[src/hw/dds_pkg.sv]
// package: constants for the driver diagnostic status word block
package dds_pkg;
    localparam int WORD_W          = 16;
    localparam int NUM_SW          = 12;
    localparam int CLK_MHZ         = 100;
    // control word bit positions
    localparam int CTL_CLEAR_BIT   = 0;
    localparam int CTL_SW_LSB      = 1;
    localparam int CTL_OC_EN_BIT   = 13;
    localparam int CTL_OV_EN_BIT   = 15;
    // status word bit positions
    localparam int ST_TEMP_BIT     = 0;
    localparam int ST_SW_LSB       = 1;
    localparam int ST_OVL_BIT      = 13;
    localparam int ST_UNL_BIT      = 14;
    localparam int ST_SUP_BIT      = 15;
    localparam logic [15:0] CTL_RESET    = 16'h0000;
    localparam logic [15:0] STATUS_RESET = 16'h0000;
    // timing
    localparam int CUTOFF_DEAD_US  = 50;
    localparam int BLANK_US        = 300;
    localparam int CUTOFF_DEAD_CYC = CUTOFF_DEAD_US * CLK_MHZ;
    localparam int BLANK_CYC       = BLANK_US * CLK_MHZ;
endpackage

[src/hw/dds_top.sv]
// file: serial control link, status word and fault flag logic of the twelve-switch driver
`timescale 1ns/1ps
module dds_top #(
    parameter int CUTOFF_DEAD_CYC = dds_pkg::CUTOFF_DEAD_CYC,
    parameter int BLANK_CYC       = dds_pkg::BLANK_CYC
) (
    input  wire logic        CLK,
    input  wire logic        RST,
    input  wire logic        CHIP_SELECT_N,
    input  wire logic        SERIAL_CLK,
    input  wire logic        SERIAL_IN,
    output logic             SERIAL_OUT,
    output logic             SERIAL_OUT_EN,
    input  wire logic        STANDBY_DISABLE_INPUT_N,
    input  wire logic        LOGIC_SUPPLY_OK,
    input  wire logic        TEMP_WARN_HI,
    input  wire logic        TEMP_WARN_LO,
    input  wire logic        TEMP_SHUTDOWN,
    input  wire logic        SUPPLY_OVERVOLT,
    input  wire logic        SUPPLY_UNDERVOLT,
    input  wire logic [11:0] OVERCURRENT,
    input  wire logic [11:0] UNDERLOAD,
    input  wire logic [11:0] GATE_SENSE,
    output logic      [11:0] SWITCH_ON,
    output logic      [15:0] CONTROL_WORD,
    output logic      [15:0] DIAGNOSTIC_STATUS_WORD
);
    localparam int NSW = dds_pkg::NUM_SW;
    localparam int NS  = 10 + 3 * NSW;
    // idle levels after reset: select, inhibit and supply high, so no false edge follows reset
    localparam logic [NS-1:0] SYNC_INIT = {1'b1, 2'b00, 2'b11, {(NS-5){1'b0}}};

    // every asynchronous input passes two flops first
    logic [NS-1:0] raw_in;
    logic [NS-1:0] syn;
    assign raw_in = {CHIP_SELECT_N, SERIAL_CLK, SERIAL_IN, STANDBY_DISABLE_INPUT_N, LOGIC_SUPPLY_OK,
                     TEMP_WARN_HI, TEMP_WARN_LO, TEMP_SHUTDOWN, SUPPLY_OVERVOLT, SUPPLY_UNDERVOLT,
                     OVERCURRENT, UNDERLOAD, GATE_SENSE};
    dds_sync #(.W(NS), .INIT(SYNC_INIT)) u_sync (
        .clk (CLK),
        .rst (RST),
        .d   (raw_in),
        .q   (syn)
    );
    logic            cs_n_s, sck_s, sdi_s, inh_n_s, vcc_s, t_hi_s, t_lo_s, t_sd_s, ov_s, uv_s;
    logic [NSW-1:0]  oc_s, ul_s, gate_s;
    assign {cs_n_s, sck_s, sdi_s, inh_n_s, vcc_s, t_hi_s, t_lo_s, t_sd_s, ov_s, uv_s,
            oc_s, ul_s, gate_s} = syn;

    // edge history, one more flop behind the synchroniser
    logic cs_n_q, sck_q, vcc_q;
    logic cs_fall, cs_rise, sck_rise, sck_fall, vcc_change;
    assign cs_fall    = cs_n_q & ~cs_n_s;
    assign cs_rise    = ~cs_n_q & cs_n_s;
    assign sck_rise   = ~sck_q & sck_s & ~cs_n_s;
    assign sck_fall   = sck_q & ~sck_s & ~cs_n_s;
    assign vcc_change = vcc_q ^ vcc_s;

    // serial shifter state
    logic [15:0] shin_q, shin_d, shout_q, shout_d, ctl_q, ctl_d;
    logic        sdo_q, sdo_d, sdo_en_q, sdo_en_d;
    // status state
    logic        temp_q, temp_d, ovl_q, ovl_d, unl_q, unl_d, sup_q, sup_d;
    logic [NSW-1:0] on_q, on_d;
    logic        clear_all;
    logic        blank_busy;
    logic [NSW-1:0] cut_q, cut_d;
    logic [NSW-1:0] prev_busy_q;
    logic [NSW-1:0] ctl_sw;
    logic [NSW-1:0] oc_busy;
    logic [15:0] status_word;

    // rule 9 and 10 clear sources
    // clear on new cycle
    assign clear_all = (cs_rise & ctl_q[dds_pkg::CTL_CLEAR_BIT]) | vcc_change | ~inh_n_s;

    dds_timer #(.CYCLES(BLANK_CYC)) u_blank (
        .clk   (CLK),
        .rst   (RST),
        .start (cs_rise),
        .hold  (1'b0),
        .busy  (blank_busy)
    );

    // per-channel overcurrent dead time
    genvar g;
    generate
        for (g = 0; g < NSW; g++) begin : g_oc
            dds_timer #(.CYCLES(CUTOFF_DEAD_CYC)) u_oc (
                .clk   (CLK),
                .rst   (RST),
                .start (oc_s[g] & ~oc_busy[g] & on_q[g] & ~cut_q[g]),
                .hold  (~oc_s[g]),
                .busy  (oc_busy[g])
            );
        end
    endgenerate

    // status word assembly
    // gate sense bits
    assign status_word = {sup_q, unl_q, ovl_q, gate_s, temp_q};
    assign ctl_sw      = ctl_q[dds_pkg::CTL_SW_LSB +: NSW];

    // serial link: shift in on rising, shift out on falling
    always_comb begin
        shin_d   = shin_q;
        shout_d  = shout_q;
        ctl_d    = ctl_q;
        sdo_d    = sdo_q;
        sdo_en_d = ~cs_n_s;
        if (cs_fall) begin
            shout_d = status_word;
            sdo_d   = status_word[15];
        end else if (sck_rise) begin
            shin_d = {shin_q[14:0], sdi_s};
        end else if (sck_fall) begin
            shout_d = {shout_q[14:0], 1'b0};
            sdo_d   = shout_q[14];
        end
        if (cs_rise)
            ctl_d = shin_q;
        if (~inh_n_s)
            ctl_d = dds_pkg::CTL_RESET;
    end

    // fault flags and output drive
    always_comb begin
        temp_d = temp_q;
        if (t_hi_s)
            temp_d = 1'b1;
        else if (t_lo_s || clear_all)
            temp_d = 1'b0;
        ovl_d = (ovl_q & ~clear_all) | (|oc_s);
        unl_d = (unl_q & ~clear_all) | ((|ul_s) & ~blank_busy);
        sup_d = (sup_q & ~clear_all) | ov_s | uv_s;

        // cut after dead time
        // cut only in the cycle the timer runs out with the fault still there
        cut_d = cut_q | (oc_s & ~oc_busy & on_q & {NSW{ctl_q[dds_pkg::CTL_OC_EN_BIT]}} & prev_busy_q);
        if (!ctl_q[dds_pkg::CTL_OC_EN_BIT] || cs_rise)
            cut_d = '0;

        on_d = ctl_q[dds_pkg::CTL_SW_LSB +: NSW] & ~cut_q;
        if (t_sd_s)
            on_d = '0;
        if (ov_s && ctl_q[dds_pkg::CTL_OV_EN_BIT])
            on_d = '0;
        if (uv_s || !inh_n_s)
            on_d = '0;
    end

    always_ff @(posedge CLK or posedge RST) begin
        if (RST) begin
            cs_n_q      <= 1'b1;
            sck_q       <= 1'b0;
            vcc_q       <= 1'b1;
            shin_q      <= 16'h0000;
            shout_q     <= 16'h0000;
            ctl_q       <= dds_pkg::CTL_RESET;
            sdo_q       <= 1'b0;
            sdo_en_q    <= 1'b0;
            temp_q      <= 1'b0;
            ovl_q       <= 1'b0;
            unl_q       <= 1'b0;
            sup_q       <= 1'b0;
            on_q        <= '0;
            cut_q       <= '0;
            prev_busy_q <= '0;
        end else begin
            cs_n_q      <= cs_n_s;
            sck_q       <= sck_s;
            vcc_q       <= vcc_s;
            shin_q      <= shin_d;
            shout_q     <= shout_d;
            ctl_q       <= ctl_d;
            sdo_q       <= sdo_d;
            sdo_en_q    <= sdo_en_d;
            temp_q      <= temp_d;
            ovl_q       <= ovl_d;
            unl_q       <= unl_d;
            sup_q       <= sup_d;
            on_q        <= on_d;
            cut_q       <= cut_d;
            prev_busy_q <= oc_busy;
        end
    end

    // registered outputs
    logic [15:0] stat_out_q;
    always_ff @(posedge CLK or posedge RST) begin
        if (RST)
            stat_out_q <= dds_pkg::STATUS_RESET;
        else
            stat_out_q <= status_word;
    end
    assign SERIAL_OUT             = sdo_q;
    assign SERIAL_OUT_EN          = sdo_en_q;
    assign SWITCH_ON              = on_q;
    assign CONTROL_WORD           = ctl_q;
    assign DIAGNOSTIC_STATUS_WORD = stat_out_q;
endmodule

[src/hw/dds_sync.sv]
// file: two flip-flop synchroniser for a bus of levels
`timescale 1ns/1ps
module dds_sync #(
    parameter int           W    = 1,
    parameter logic [W-1:0] INIT = '0
) (
    input  wire logic         clk,
    input  wire logic         rst,
    input  wire logic [W-1:0] d,
    output logic      [W-1:0] q
);
    logic [W-1:0] meta_q;
    always_ff @(posedge clk or posedge rst) begin
        if (rst) begin
            meta_q <= INIT;
            q      <= INIT;
        end else begin
            meta_q <= d;
            q      <= meta_q;
        end
    end
endmodule

[src/hw/dds_timer.sv]
// file: retriggerable down counter, busy while counting
`timescale 1ns/1ps
module dds_timer #(
    parameter int CYCLES = 100
) (
    input  wire logic clk,
    input  wire logic rst,
    input  wire logic start,
    input  wire logic hold,
    output logic      busy
);
    logic [31:0] cnt_q;
    logic [31:0] cnt_d;
    always_comb begin
        cnt_d = cnt_q;
        if (start)
            cnt_d = 32'(CYCLES);
        else if (hold)
            cnt_d = 32'h0000_0000;
        else if (cnt_q != 32'h0000_0000)
            cnt_d = cnt_q - 32'h0000_0001;
    end
    always_ff @(posedge clk or posedge rst) begin
        if (rst)
            cnt_q <= 32'h0000_0000;
        else
            cnt_q <= cnt_d;
    end
    assign busy = (cnt_q != 32'h0000_0000);
endmodule

[config.mk]
export PLATFORM = sky130hd
export DESIGN_NAME = dds_top
export DESIGN_NICKNAME = d
export VERILOG_FILES = /design/src/hw/dds_pkg.sv /design/src/hw/dds_top.sv /design/src/hw/dds_sync.sv /design/src/hw/dds_timer.sv
export SDC_FILE = /design/constraint.sdc
export NUM_CORES = 1
export LEC_CHECK = 0
export BUFFER_PORTS_ARGS = -buffer_cell sky130_fd_sc_hd__buf_4
export CELL_PAD_IN_SITES_DETAIL_PLACEMENT = 1
export CELL_PAD_IN_SITES_GLOBAL_PLACEMENT = 1
export CORE_MARGIN = 4
export CORE_UTILIZATION = 50
export CTS_CLUSTER_DIAMETER = 100
export CTS_CLUSTER_SIZE = 16
export DETAILED_ROUTE_END_ITERATION = 16
export GPL_TIMING_DRIVEN = 0
export HOLD_SLACK_MARGIN = 0.1
export PLACE_DENSITY = 0.87
export SLEW_MARGIN = 10
export SYNTH_ARGS = -nofsm -noshare
export SYNTH_HDL_FRONTEND = slang
export SYNTH_HIERARCHICAL = 1
export SYNTH_SLANG_ARGS = --single-unit
export TNS_END_PERCENT = 50
[constraint.sdc]
create_clock -name CLK -period 3.9 [get_ports CLK]
set_input_delay 0.195 -clock CLK [delete_from_list [all_inputs] [get_ports CLK]]
set_output_delay 0.195 -clock CLK [all_outputs]
set_load 0.01 [all_outputs]
# Word-level counts from Yosys, hierarchy flattened

Cells that the tools add are included.

Output and inout port bits: 46
Bits in registers: 616
Input bits: 48
Word-level logic and storage cells: 230

Bitwise logic cells: 94
Reductions and logical operators: 26
$add $sub $neg: 13
Equal/unequal tests: 14
Muxes and demuxes: 52

Operator list:

| cell                  | count |
|---|---|
| $mux 32               | 38 |
| $reduce_bool 32->1    | 13 |
| $sub 32x1->32 const B | 13 |
| $and 12x12->12        | 5 |
| $mux 12               | 4 |
| $and 1x1->1           | 47 |
| $mux 15               | 3 |
| $ne 3x1->1 const B    | 12 |
| $mux 16               | 2 |
| $not 1->1             | 32 |
| $not 12->12           | 2 |
| $reduce_or 12->1      | 2 |
| $or 12x12->12         | 1 |
| $or 1x1->1            | 6 |
| $reduce_bool 2->1     | 3 |
| $mux 1                | 5 |
| $ne 2x2->1 const B    | 2 |
| $reduce_and 2->1      | 2 |
| $logic_or 1x1->1      | 3 |
| $logic_not 1->1       | 2 |
| $logic_and 1x1->1     | 1 |
| $xor 1x1->1           | 1 |

# Depth between registers and ports, before layout

Gate-level depths: netlist (run 1).

Depth after elaboration: 9
Gate-level depth with buffers: 12
Depth with buffers taken out: 11

# By module

Netlist (run 1), hierarchy kept.

Modules (own cells, without submodules):

| module                        | instances | cells each | area each (sq um) | sequential area each (sq um) |
|---|---|---|---|---|
| dds_timer at g_oc[0].u_oc ... | 12        | 191        | 1843.0            | 800.8 |
| dds_top                       | 1         | 330        | 4132.7            | 2705.1 |
| dds_sync                      | 1         | 93         | 2313.5            | 2309.7 |
| dds_timer at u_blank          | 1         | 198        | 1874.3            | 800.8 |

# Worst setup path before layout (run 1)

No wires, ideal clock.

Kind: reg2reg
Start point: reg g_oc[0].u_oc.cnt_q[14]
End point: reg g_oc[0].u_oc.cnt_q[10]
Setup slack: 639 ps
Buffers on the path: 3
Required time: 3768 ps
Setup time: 132 ps
Cell stages (with the launch flop): 11
Clock period less this slack: 3261 ps
Data arrival time: 3129 ps
Path through: dfrtp_1 or3_1 clkbuf_2 or4_1 nor3_4 inv_2 nor4b_1 or2_2 clkdlybuf4s18_2 clkbuf_1 nor2_1

Word-level cells in the longest chain between the ends: 6
Elaborated cells on any way between the ends: 7
Classes of those cells: 1 x eq/ne; 1 x mux; 4 x bitwise; 1 x reduce/logical

Ends and longest elaborated chain:

| element                                                | line            | RTL |
|---|---|---|
| from (decl)                                            | dds_timer.sv:12 | `logic [31:0] cnt_q;` |
| from (signal assigned)                                 | dds_timer.sv:27 | `cnt_q <= cnt_d;` |
| $reduce_bool 32->1 *                                   | dds_timer.sv:29 | `assign busy = (cnt_q != 32'h0000_0000);` |
| net oc_busy[0]                                         | dds_top.sv:70   | `logic [NSW-1:0] oc_busy;` |
| $not 1->1                                              | dds_top.sv:92   | `.start (oc_s[g] & ~oc_busy[g] & on_q[g] & ~cut_q[g]),` |
| $and 1x1->1 (3 in series)                              | dds_top.sv:92   |  |
| $ne 3x1->1 (no line) / $mux 32 (equally long branches) | -               |  |

Mark *: on every way through the listed nets, which the timed path passes. The rest lies on a longest branch.
A chain may end at the register's enable or synchronous reset.

# Worst setup path in the final report (run 1)

Start point: reg g_oc[5].u_oc.cnt_q[14]
End point: reg g_oc[5].u_oc.cnt_q[14]

Word-level cells in the longest chain between the ends: 6
Elaborated cells on any way between the ends: 10
Classes of those cells: 1 x add/sub; 1 x eq/ne; 3 x mux; 4 x bitwise; 1 x reduce/logical

Ends and longest elaborated chain:

| element                                                | line |
|---|---|
| from (decl)                                            | dds_timer.sv:12 |
| from (signal assigned)                                 | dds_timer.sv:27 |
| $reduce_bool 32->1 *                                   | dds_timer.sv:29 |
| net oc_busy[5]                                         | dds_top.sv:70 |
| $not 1->1                                              | dds_top.sv:92 |
| $and 1x1->1 (3 in series)                              | dds_top.sv:92 |
| $ne 3x1->1 (no line) / $mux 32 (equally long branches) | - |

Mark *: on every way through the listed nets, which the timed path passes. The rest lies on a longest branch. The select of a mux whose other input is x is not followed.

==> flow_summary.json, run 1 <==
{
  "die_h_um": 255,
  "critical_path.endpoint_type": "flop",
  "crit_fanout": 10,
  "postRouteAntennaNets": 0,
  "avgSynthCellArea_um2": 10.4,
  "syn_to_final_growth_pct": 11.9,
  "vias": 24600,
  "drt-wirelength-per-cell_um": 22.6,
  "clk_pin_slew_ps": 70,
  "rsz0062_at_grt": "yes",
  "ctsLongestPathBuffers": 3,
  "finalNetCount": 3166,
  "netlist-cell-type-count": 76,
  "die_x_um": 255,
  "leakage_nw": 14.9,
  "cts_max_level": 2,
  "period_share_pct": 98.3,
  "hold_viol": 0,
  "ys.flop_type": "dfrtp_1",
  "synth.most_common_cell": "dfrtp_1",
  "status": "finished, final reports clean",
  "clock_skew_ps": 33.5,
  "cap_violations": 0,
  "synth.area.top_cells": "dfrtp_1 50%, nor2_1 4.8%, xnor2_1 4.3%, nor3_1 2.5%, xor2_1 2.3%",
  "synth_cells": 2913,
  "drv_slew": 0,
  "critPathBufInv": 4,
  "crit_chain": "or3_1, clkbuf_2, or4_1, nor3_4, inv_2, nor4b_4, or2_2, clkdlybuf4s18_2, clkbuf_1, nor2_1",
  "initial_utilization_pct": 50.4,
  "cp.arrival_ps": 4320,
  "core.rowCount": 90,
  "synth_top_cell_by_area": "dfrtp_1",
  "setup_ws_ps": 65.6,
  "relSlewSlack_pct": 21.5,
  "gr-total-overflow": 0,
  "async_flop_share_pct": 100,
  "ys.warnings.count": 6,
  "antenna_found_initial": 2,
  "grt_start_max_net_pins": 91,
  "setup_viol": 0,
  "grt_pass1_wl_um": 145000,
  "cts_sinks": 616,
  "worstHoldPathType": "input port to flop",
  "first_iter_violations": 1564,
  "max_freq_mhz": 261,
  "cts_inserted_buffers": 44,
  "dp_hpwl_um": 59700,
  "cp.required_ps": 4380,
  "top_level_ports": 94,
  "vdd_ir_drop_max_v": 0.000410,
  "critPathLaunchType": "flop",
  "power_density_nw_per_um2": 775,
  "cts_setup_buffers": 0,
  "netlist_area_um2": 30400,
  "grt_pass1_vias": 26600,
  "worst_slew_pin_slew_ps": 1180,
  "gp_congestion": 0.865,
  "synth-edff-count": 0,
  "drive_gt1_share_pct": 14.9,
  "clockRootBuffer": "clkbuf_16",
  "cts_tree": "built",
  "synth_top_area_share_pct": 50.0,
  "ys_seq_elements": 616,
  "placed_cell_area_um2": 32200,
  "ys_top_cells_by_count": "608 x dfrtp_1, 389 x nor2_1, 170 x nand2_1, 153 x nor3_1, 151 x xnor2_1",
  "cp_slowest_stage_delay_ps": 570,
  "ys_seq_area_share_pct": 50.7,
  "drc": 0,
  "wirelength_um": 88500,
  "crit_slowest_cell": "or4_1",
  "pre_cts_ws_ps": -478,
  "timing_worst_setup_path_type": "flop to flop",
  "io_buffers": 93,
  "track_usage_pct": 27.2,
  "drt_pass1_iterations": 5,
  "final_cell_area_um2": 34000,
  "die-area_um2": 64900,
  "worst_path_dominant_cell_family": "simple AND/OR/NAND/NOR gates",
  "period_needed_ps": 3830,
  "clkLatencyLatePin_ps": 630,
  "viasPerCell": 6.30,
  "core_area_um2": 60400
}
==> per-stage QoR <==
stage	util, %	setup TNS, ps	hold WS (ps)	power [mW]	std cells
2_1_floorplan	-	0	199	18.3	2917
3_3_place_gp	53.2	-64330	304	20.5	3792
3_5_place_dp	53.3	-27270	305	21.5	3794
4_1_cts	56.3	0	190	26.2	3908
5_1_grt	56.4	-1090	207	28.1	3910
6_report	56.4	0	212	26.4	3910
==> power breakdown <==
part,total (mW),internal [mW],leakage (nW),switching (mW)
sequential,9.10,7.56,8.10,1.55
clock,4.49,2.14,0.599,2.35
combinational,12.8,4.47,6.24,8.30
==> cell usage in the layout (no fill, tap or decap), drive strengths merged, types with 13 or more instances in the layout <==
master	count
xor2	79
mux2	16
nor4	120
nand2b	39
nor3	166
o21bai	79
a31o	40
nor2	389
or2	15
mux2i	15
nand3	53
dfrtp	608
a2111oi	37
o21ai	30
nand4	77
a211oi	16
a31oi	63
buf	131
nor4b	14
nor3b	25
or3b	13
nand2	170
xnor2	151
or3	61
clkbuf	110
or4	107
a21oi	125
a41o	38
ha	13
dlygate4sd3	47
inv	94
nand3b	13
o31ai	51
==> cell families after synthesis <==
logic type | synth area share (%)
compound gates | 13.6
xor+xnor | 6.62
fa+ha+maj | 0.534
buf+inv | 2.84
flops | 50.7
mux | 1.09
other cells | 0.0123
simple gates | 24.6
==> layout make-up <==
cell class	count	area, um2
diodes	2	5.00
plain buffers	95	526
clock buffers	63	1190
clock inverters	4	52.6
fillers	6545	26300
inverters	93	357
multi-input cells	2113	14300
flip-flops and latches	616	15400
well taps	782	978
repair buffers	142	1220
==> routing by layer <==
metal,wire length (um),track usage [%],vias up
met4,3250,9.98,0
met2,44900,47.8,608
met3,3830,3.40,188
met5,0,0,-
li1,-,-,11100
met1,36500,34.7,12700
==> worst paths after layout <==
kind	start	endpoint	slack, ps	cells after the start
worst max-delay path	g_oc[5].u_oc/cnt_q[14]	g_oc[5].u_oc/cnt_q[14]	70	10
worst min-delay path	UNDERLOAD[1]	u_sync/meta_q[13]	210	2
worst max register to register	g_oc[5].u_oc/cnt_q[14]	g_oc[5].u_oc/cnt_q[14]	70	10
worst min register to register	u_sync/meta_q[9]	u_sync/q[9]	340	0
max in group asynchronous	RST	u_sync/meta_q[45]	2640	4
min in group asynchronous	RST	prev_busy_q[7]	310	3
==> timing repair <==
action,4_1_cts,5_1_grt
endpoints found under the hold margin,154,0
hold buffers,47,0
resized for setup,14,20
endpoints found under the setup margin,224,137
==> registers in the layout, indices dropped and copies added, names as in the netlist, 12 cells and up <==
signal,count
prev_busy_q,12
shin_q,16
u_sync/meta_q,46
cut_q,12
u_sync/q,46
SWITCH_ON,12
shout_q,15
CONTROL_WORD,16
DIAGNOSTIC_STATUS_WORD,16
g_oc.u_oc/cnt_q,384
u_blank/cnt_q,32
Note: power is estimated with default switching activity, not from simulation.
==> run 2, diff against run 1 <==
CORE_MARGIN = unset   (was 4)
clock period = 4.1 ns   (was 3.9 ns; I/O delays follow)
==> flow_summary.json, run 2 (same netlist as run 1, synthesis figures left out) <==
{
  "wirelength_um": 84500,
  "grt_pass1_vias": 26300,
  "die-area_um2": 61900,
  "postRouteAntennaNets": 0,
  "fin_setup_tns_ps": 0,
  "clockRootBuffer": "clkbuf_16",
  "multi_input_area_um2": 14200,
  "vdd_ir_drop_max_v": 0.000403,
  "syn_to_final_growth_pct": 11.5,
  "power_density_nw_per_um2": 728,
  "relSlewSlack_pct": 28.4,
  "placed_cell_area_um2": 32200,
  "status": "finished, final reports clean",
  "track_usage_pct": 27.5,
  "io_buffers": 93,
  "drive_gt1_share_pct": 14.6,
  "die_x_um": 249,
  "die_h_um": 249,
  "cap_violations": 0,
  "first_iter_violations": 1368,
  "setup_viol": 0,
  "worstHoldPathType": "input port to flop",
  "max_freq_mhz": 260,
  "gr-total-overflow": 0,
  "core_area_um2": 60200,
  "gp_congestion": 0.872,
  "setup_ws_ps": 247,
  "top_regs": "g_oc.u_oc/cnt_q (384), u_sync/meta_q (46), u_sync/q (46)",
  "drc": 0,
  "regMostFlops": "g_oc.u_oc/cnt_q",
  "cts_setup_buffers": 0,
  "antenna_found_initial": 1,
  "initial_utilization_pct": 50.5,
  "period_needed_ps": 3850,
  "clkLatencyLatePin_ps": 610,
  "cts_max_level": 2,
  "clk_pin_slew_ps": 80,
  "drt_pass1_iterations": 5,
  "grt_start_max_net_pins": 82,
  "core.rowCount": 90,
  "largest_reg_flops": 384,
  "crit_fanout": 10,
  "viasPerCell": 6.23,
  "rsz0062_at_grt": "yes",
  "critical_path.endpoint_type": "flop",
  "cts_inserted_buffers": 44,
  "hold_viol": 0,
  "leakage_nw": 14.9,
  "critPathLaunchType": "flop",
  "final_cell_area_um2": 33900,
  "ctsLongestPathBuffers": 3,
  "final_common_cell": "dfrtp_1",
  "cts_tree": "built",
  "top_level_ports": 94,
  "worst_slew_pin_slew_ps": 1070,
  "layout_common_cells": "608 x dfrtp_1, 389 x nor2_1, 170 x nand2_1",
  "clock_skew_ps": 31.6,
  "drt-wirelength-per-cell_um": 21.6,
  "dp_hpwl_um": 58100,
  "finalNetCount": 3166,
  "fin_worst_hold_slack_ps": 257,
  "fillers": 6498,
  "grt_pass1_wl_um": 140000,
  "drv_slew": 0,
  "seq_area_um2": 15400,
  "pre_cts_ws_ps": -8.41,
  "cp.required_ps": 4550,
  "cp.arrival_ps": 4300,
  "cts_sinks": 616,
  "period_share_pct": 94.0,
  "vias": 24300,
  "timing_worst_setup_path_type": "flop to flop"
}
[run 2: changes by cell type in the layout (fill, tap and decap cells not counted), moves of 2 or more]
cell	delta
clkbuf_2	-7
clkbuf_1	+5
nor4b_4	-5
nor4b_2	+5
inv_6	+2
inv_16	-2
[run 2: worst max-delay path, cell delays in order (launching register included)]
cell and delay (ps):
dfrtp_1 410, inv_1 120, ha_1 220, nor3b_1 350
nand4_1 410, nor3_4 410, inv_2 140, nor4b_2 500
or2_2 200, clkdlybuf4s18_2 330, clkbuf_1 470, nor2_1 130
[run 2: per-stage QoR]
step | utilization (%) | power, mW | std cells
after CTS | 56.2 | 24.6 | 3904
after detailed placement | 53.4 | 20.3 | 3794
after floorplan | - | 17.4 | 2917
final | 56.3 | 24.7 | 3905
after global placement | 53.3 | 19.5 | 3792
after global routing | 56.3 | 26.3 | 3905
[run 2: power by group]
group	internal [mW]	total, mW	switching [mW]
clock	1.98	4.14	2.17
combinational	4.25	11.9	7.68
sequential	7.19	8.62	1.43
[run 2: per-layer routing]
| metal | wire, um | track usage, % |
|---|---|---|
| met4 | 2430 | 9.23 |
| met1 | 35900 | 34.9 |
| met5 | 0 | 0 |
| met3 | 2920 | 3.45 |
| met2 | 43300 | 48.6 |
[run 2: path summary, 6_finish.rpt]
| check | slack (ps) | from | depth (start not counted) | to |
|---|---|---|---|---|
| setup / recovery | 250 | g_oc[4].u_oc/cnt_q[0] | 11 | g_oc[4].u_oc/cnt_q[22] |
| hold reg to reg | 350 | u_sync/meta_q[2] | 0 | u_sync/q[2] |
| setup reg to reg | 250 | g_oc[4].u_oc/cnt_q[0] | 11 | g_oc[4].u_oc/cnt_q[22] |
| max in group asynchronous | 2940 | RST | 4 | u_sync/meta_q[41] |
| hold / removal | 260 | OVERCURRENT[3] | 2 | u_sync/meta_q[27] |
| min in group asynchronous | 350 | RST | 3 | DIAGNOSTIC_STATUS_WORD[6] |
[run 2: repair_timing]
| item | 4_1_cts | 5_1_grt |
|---|---|---|
| cloned | 0 | 0 |
| setup endpoints to repair | 30 | 183 |
| gates resized for setup | 4 | 10 |
| hold buffers | 47 | 0 |
| endpoints found under the hold margin | 98 | 0 |
[run 2: final cells by class]
type	count	share of cell area [%]
sequential	616	45.5
inverter	93	1.05
clock inverter	3	0.0996
antenna	1	0.00737
multi-input combinational	2113	42.0
tap	782	2.88
clock buffer	60	3.42
buffer	95	1.52
timing repair buffer	142	3.61
==> run 3, diff against run 2 <==
CORE_ASPECT_RATIO = 0.8   (was unset)
==> flow_summary.json, run 3 (same netlist as run 1, synthesis figures left out) <==
{
  "critical_path.endpoint_type": "flop",
  "first_iter_violations": 1706,
  "die_h_um": 223,
  "cp.required_ps": 4560,
  "clk_pin_slew_ps": 80,
  "drt_pass1_iterations": 8,
  "period_needed_ps": 3890,
  "min_path_cells": 2,
  "max_freq_mhz": 257,
  "cp.depth": 10,
  "placed_cell_area_um2": 32200,
  "pwr-share-seq_pct": 34.8,
  "regMostFlops": "g_oc.u_oc/cnt_q",
  "dp_cells": 3791,
  "fin_setup_tns_ps": 0,
  "top_level_ports": 94,
  "fin_cells": 3905,
  "drc": 0,
  "cts_tree": "built",
  "drt-wirelength-per-cell_um": 22.2,
  "cts_inserted_buffers": 44,
  "timing_worst_setup_path_type": "flop to flop",
  "cts_sinks": 616,
  "grt_pass1_vias": 26400,
  "track_usage_pct": 28.2,
  "vdd_ir_drop_max_v": 0.000380,
  "status": "finished, final reports clean",
  "finalNetCount": 3166,
  "worst_slew_pin_slew_ps": 1190,
  "critPathBufInv": 4,
  "fillers": 6482,
  "vias": 24600,
  "gp_congestion": 0.864,
  "cp_slowest_stage_delay_ps": 600,
  "hp-start": "GATE_SENSE[0]",
  "crit_chain": "or3_1, clkbuf_2, or4_1, nor3_4, inv_2, nor4b_2, or2_2, clkdlybuf4s18_2, clkbuf_1, nor2_1",
  "dp_hpwl_um": 59600,
  "drv_slew": 0,
  "swShare_pct": 46.0,
  "postRouteAntennaNets": 0,
  "p_int_mw": 13.5,
  "worst_path_dominant_cell_family": "simple AND/OR/NAND/NOR gates",
  "startpoint": "g_oc[9].u_oc/cnt_q[14]",
  "rsz0062_at_grt": "no",
  "hold_viol": 0,
  "clockRootBuffer": "clkbuf_16",
  "crit_slowest_cell": "nor4b_2",
  "die-area_um2": 61900,
  "wirelength_um": 86600,
  "drive_gt1_share_pct": 14.6,
  "worstHoldPathType": "input port to flop",
  "fin_worst_hold_slack_ps": 247,
  "layout_common_cells": "608 x dfrtp_1, 389 x nor2_1, 170 x nand2_1",
  "setup_viol": 0,
  "clock_skew_ps": 17.7,
  "top_regs": "g_oc.u_oc/cnt_q (384), u_sync/meta_q (46), u_sync/q (46)",
  "cap_violations": 0,
  "r2r_slack_ps": 210,
  "period_share_pct": 94.8,
  "initial_utilization_pct": 50.8,
  "core_area_um2": 59900,
  "p_comb_share_pct": 48.4,
  "critPathLaunchType": "flop",
  "cp.arrival_ps": 4340,
  "fin_util_pct": 56.8,
  "power_density_nw_per_um2": 733,
  "reg2regPathDepth": 10,
  "grt_pass1_wl_um": 142000,
  "viasPerCell": 6.30,
  "gr-total-overflow": 0,
  "core.rowCount": 80,
  "ctsLongestPathBuffers": 3,
  "r2r_start": "g_oc[9].u_oc/cnt_q[14]",
  "pwr-share-clk_pct": 16.8,
  "cts_max_level": 2,
  "switchingPower_mw": 11.5,
  "grt_start_max_net_pins": 90,
  "die_x_um": 278,
  "cts_setup_buffers": 0,
  "final_common_cell": "dfrtp_1",
  "leakage_nw": 14.9,
  "io_buffers": 93,
  "antenna_found_initial": 1,
  "syn_to_final_growth_pct": 11.7,
  "final_cell_area_um2": 34000,
  "relSlewSlack_pct": 20.4,
  "largest_reg_flops": 384,
  "crit_fanout": 10,
  "clkLatencyLatePin_ps": 600
}
## run 3: cell types whose count changed in the layout (fill, tap and decap cells not counted)
| cell | delta |
|---|---|
| inv_6 | +1 |
| nor4b_4 | +5 |
| clkbuf_16 | +1 |
| clkbuf_1 | +3 |
| nor4b_2 | -5 |
| clkinv_8 | -1 |
| clkbuf_2 | -1 |
## run 3: worst paths after layout
path	end
setup / recovery	g_oc[9].u_oc/cnt_q[13]
hold / removal	u_sync/meta_q[0]
setup reg to reg	g_oc[9].u_oc/cnt_q[13]
hold reg to reg	u_sync/q[14]
max in group asynchronous	u_sync/q[41]
min in group asynchronous	DIAGNOSTIC_STATUS_WORD[2]
## run 3: layer usage
layer / global-route usage, % / part of all wire [%] / vias up
li1: - / - / 11100
met1: 38.1 / 44 / 12800
met2: 46.4 / 49 / 557
met3: 3.95 / 4.5 / 152
met4: 10.0 / 3.0 / 0
met5: 0 / 0 / -
## run 3: through the flow
step	setup slack (ps)	total power, mW
CTS	24.1	24.8
detailed placement	-105	20.4
global route	16.2	26.4
global placement	-506	19.5
finish	212	24.9
floorplan	839	17.4
## run 3: cell type report
cell class	instances	area [um2]	share of cell area, %
flip-flops and latches	616	15400	45.4
repair buffers	142	1220	3.60
diodes	1	2.50	0.00736
inverters	93	357	1.05
well taps	779	975	2.87
clock buffers	63	1190	3.51
clock inverters	3	26.3	0.0773
plain buffers	95	515	1.52
multi-input cells	2113	14300	42.0
## run 3: worst reg2reg max path: stages, from the launching register on
cell and delay, ps:
dfrtp_1 420, or3_1 380, clkbuf_2 190, or4_1 540, nor3_4 350, inv_2 180, nor4b_2 600, or2_2 220
clkdlybuf4s18_2 340, clkbuf_1 410, nor2_1 110
## run 3: repair_timing
item                                    CTS  global route
gates cloned                              0             0
hold endpoints to repair                143             0
resized for setup                        10             7
hold buffers                             47             0
endpoints found under the setup margin   99            84
## run 3: power groups by stage
stage,Clock [mW],Combinational [mW],Sequential [mW]
after CTS,4.30,11.9,8.62
after global placement,0,11.0,8.54
after floorplan,0,9.07,8.30
after detailed placement,0,11.7,8.71
after global routing,4.48,13.1,8.82
final,4.19,12.1,8.67
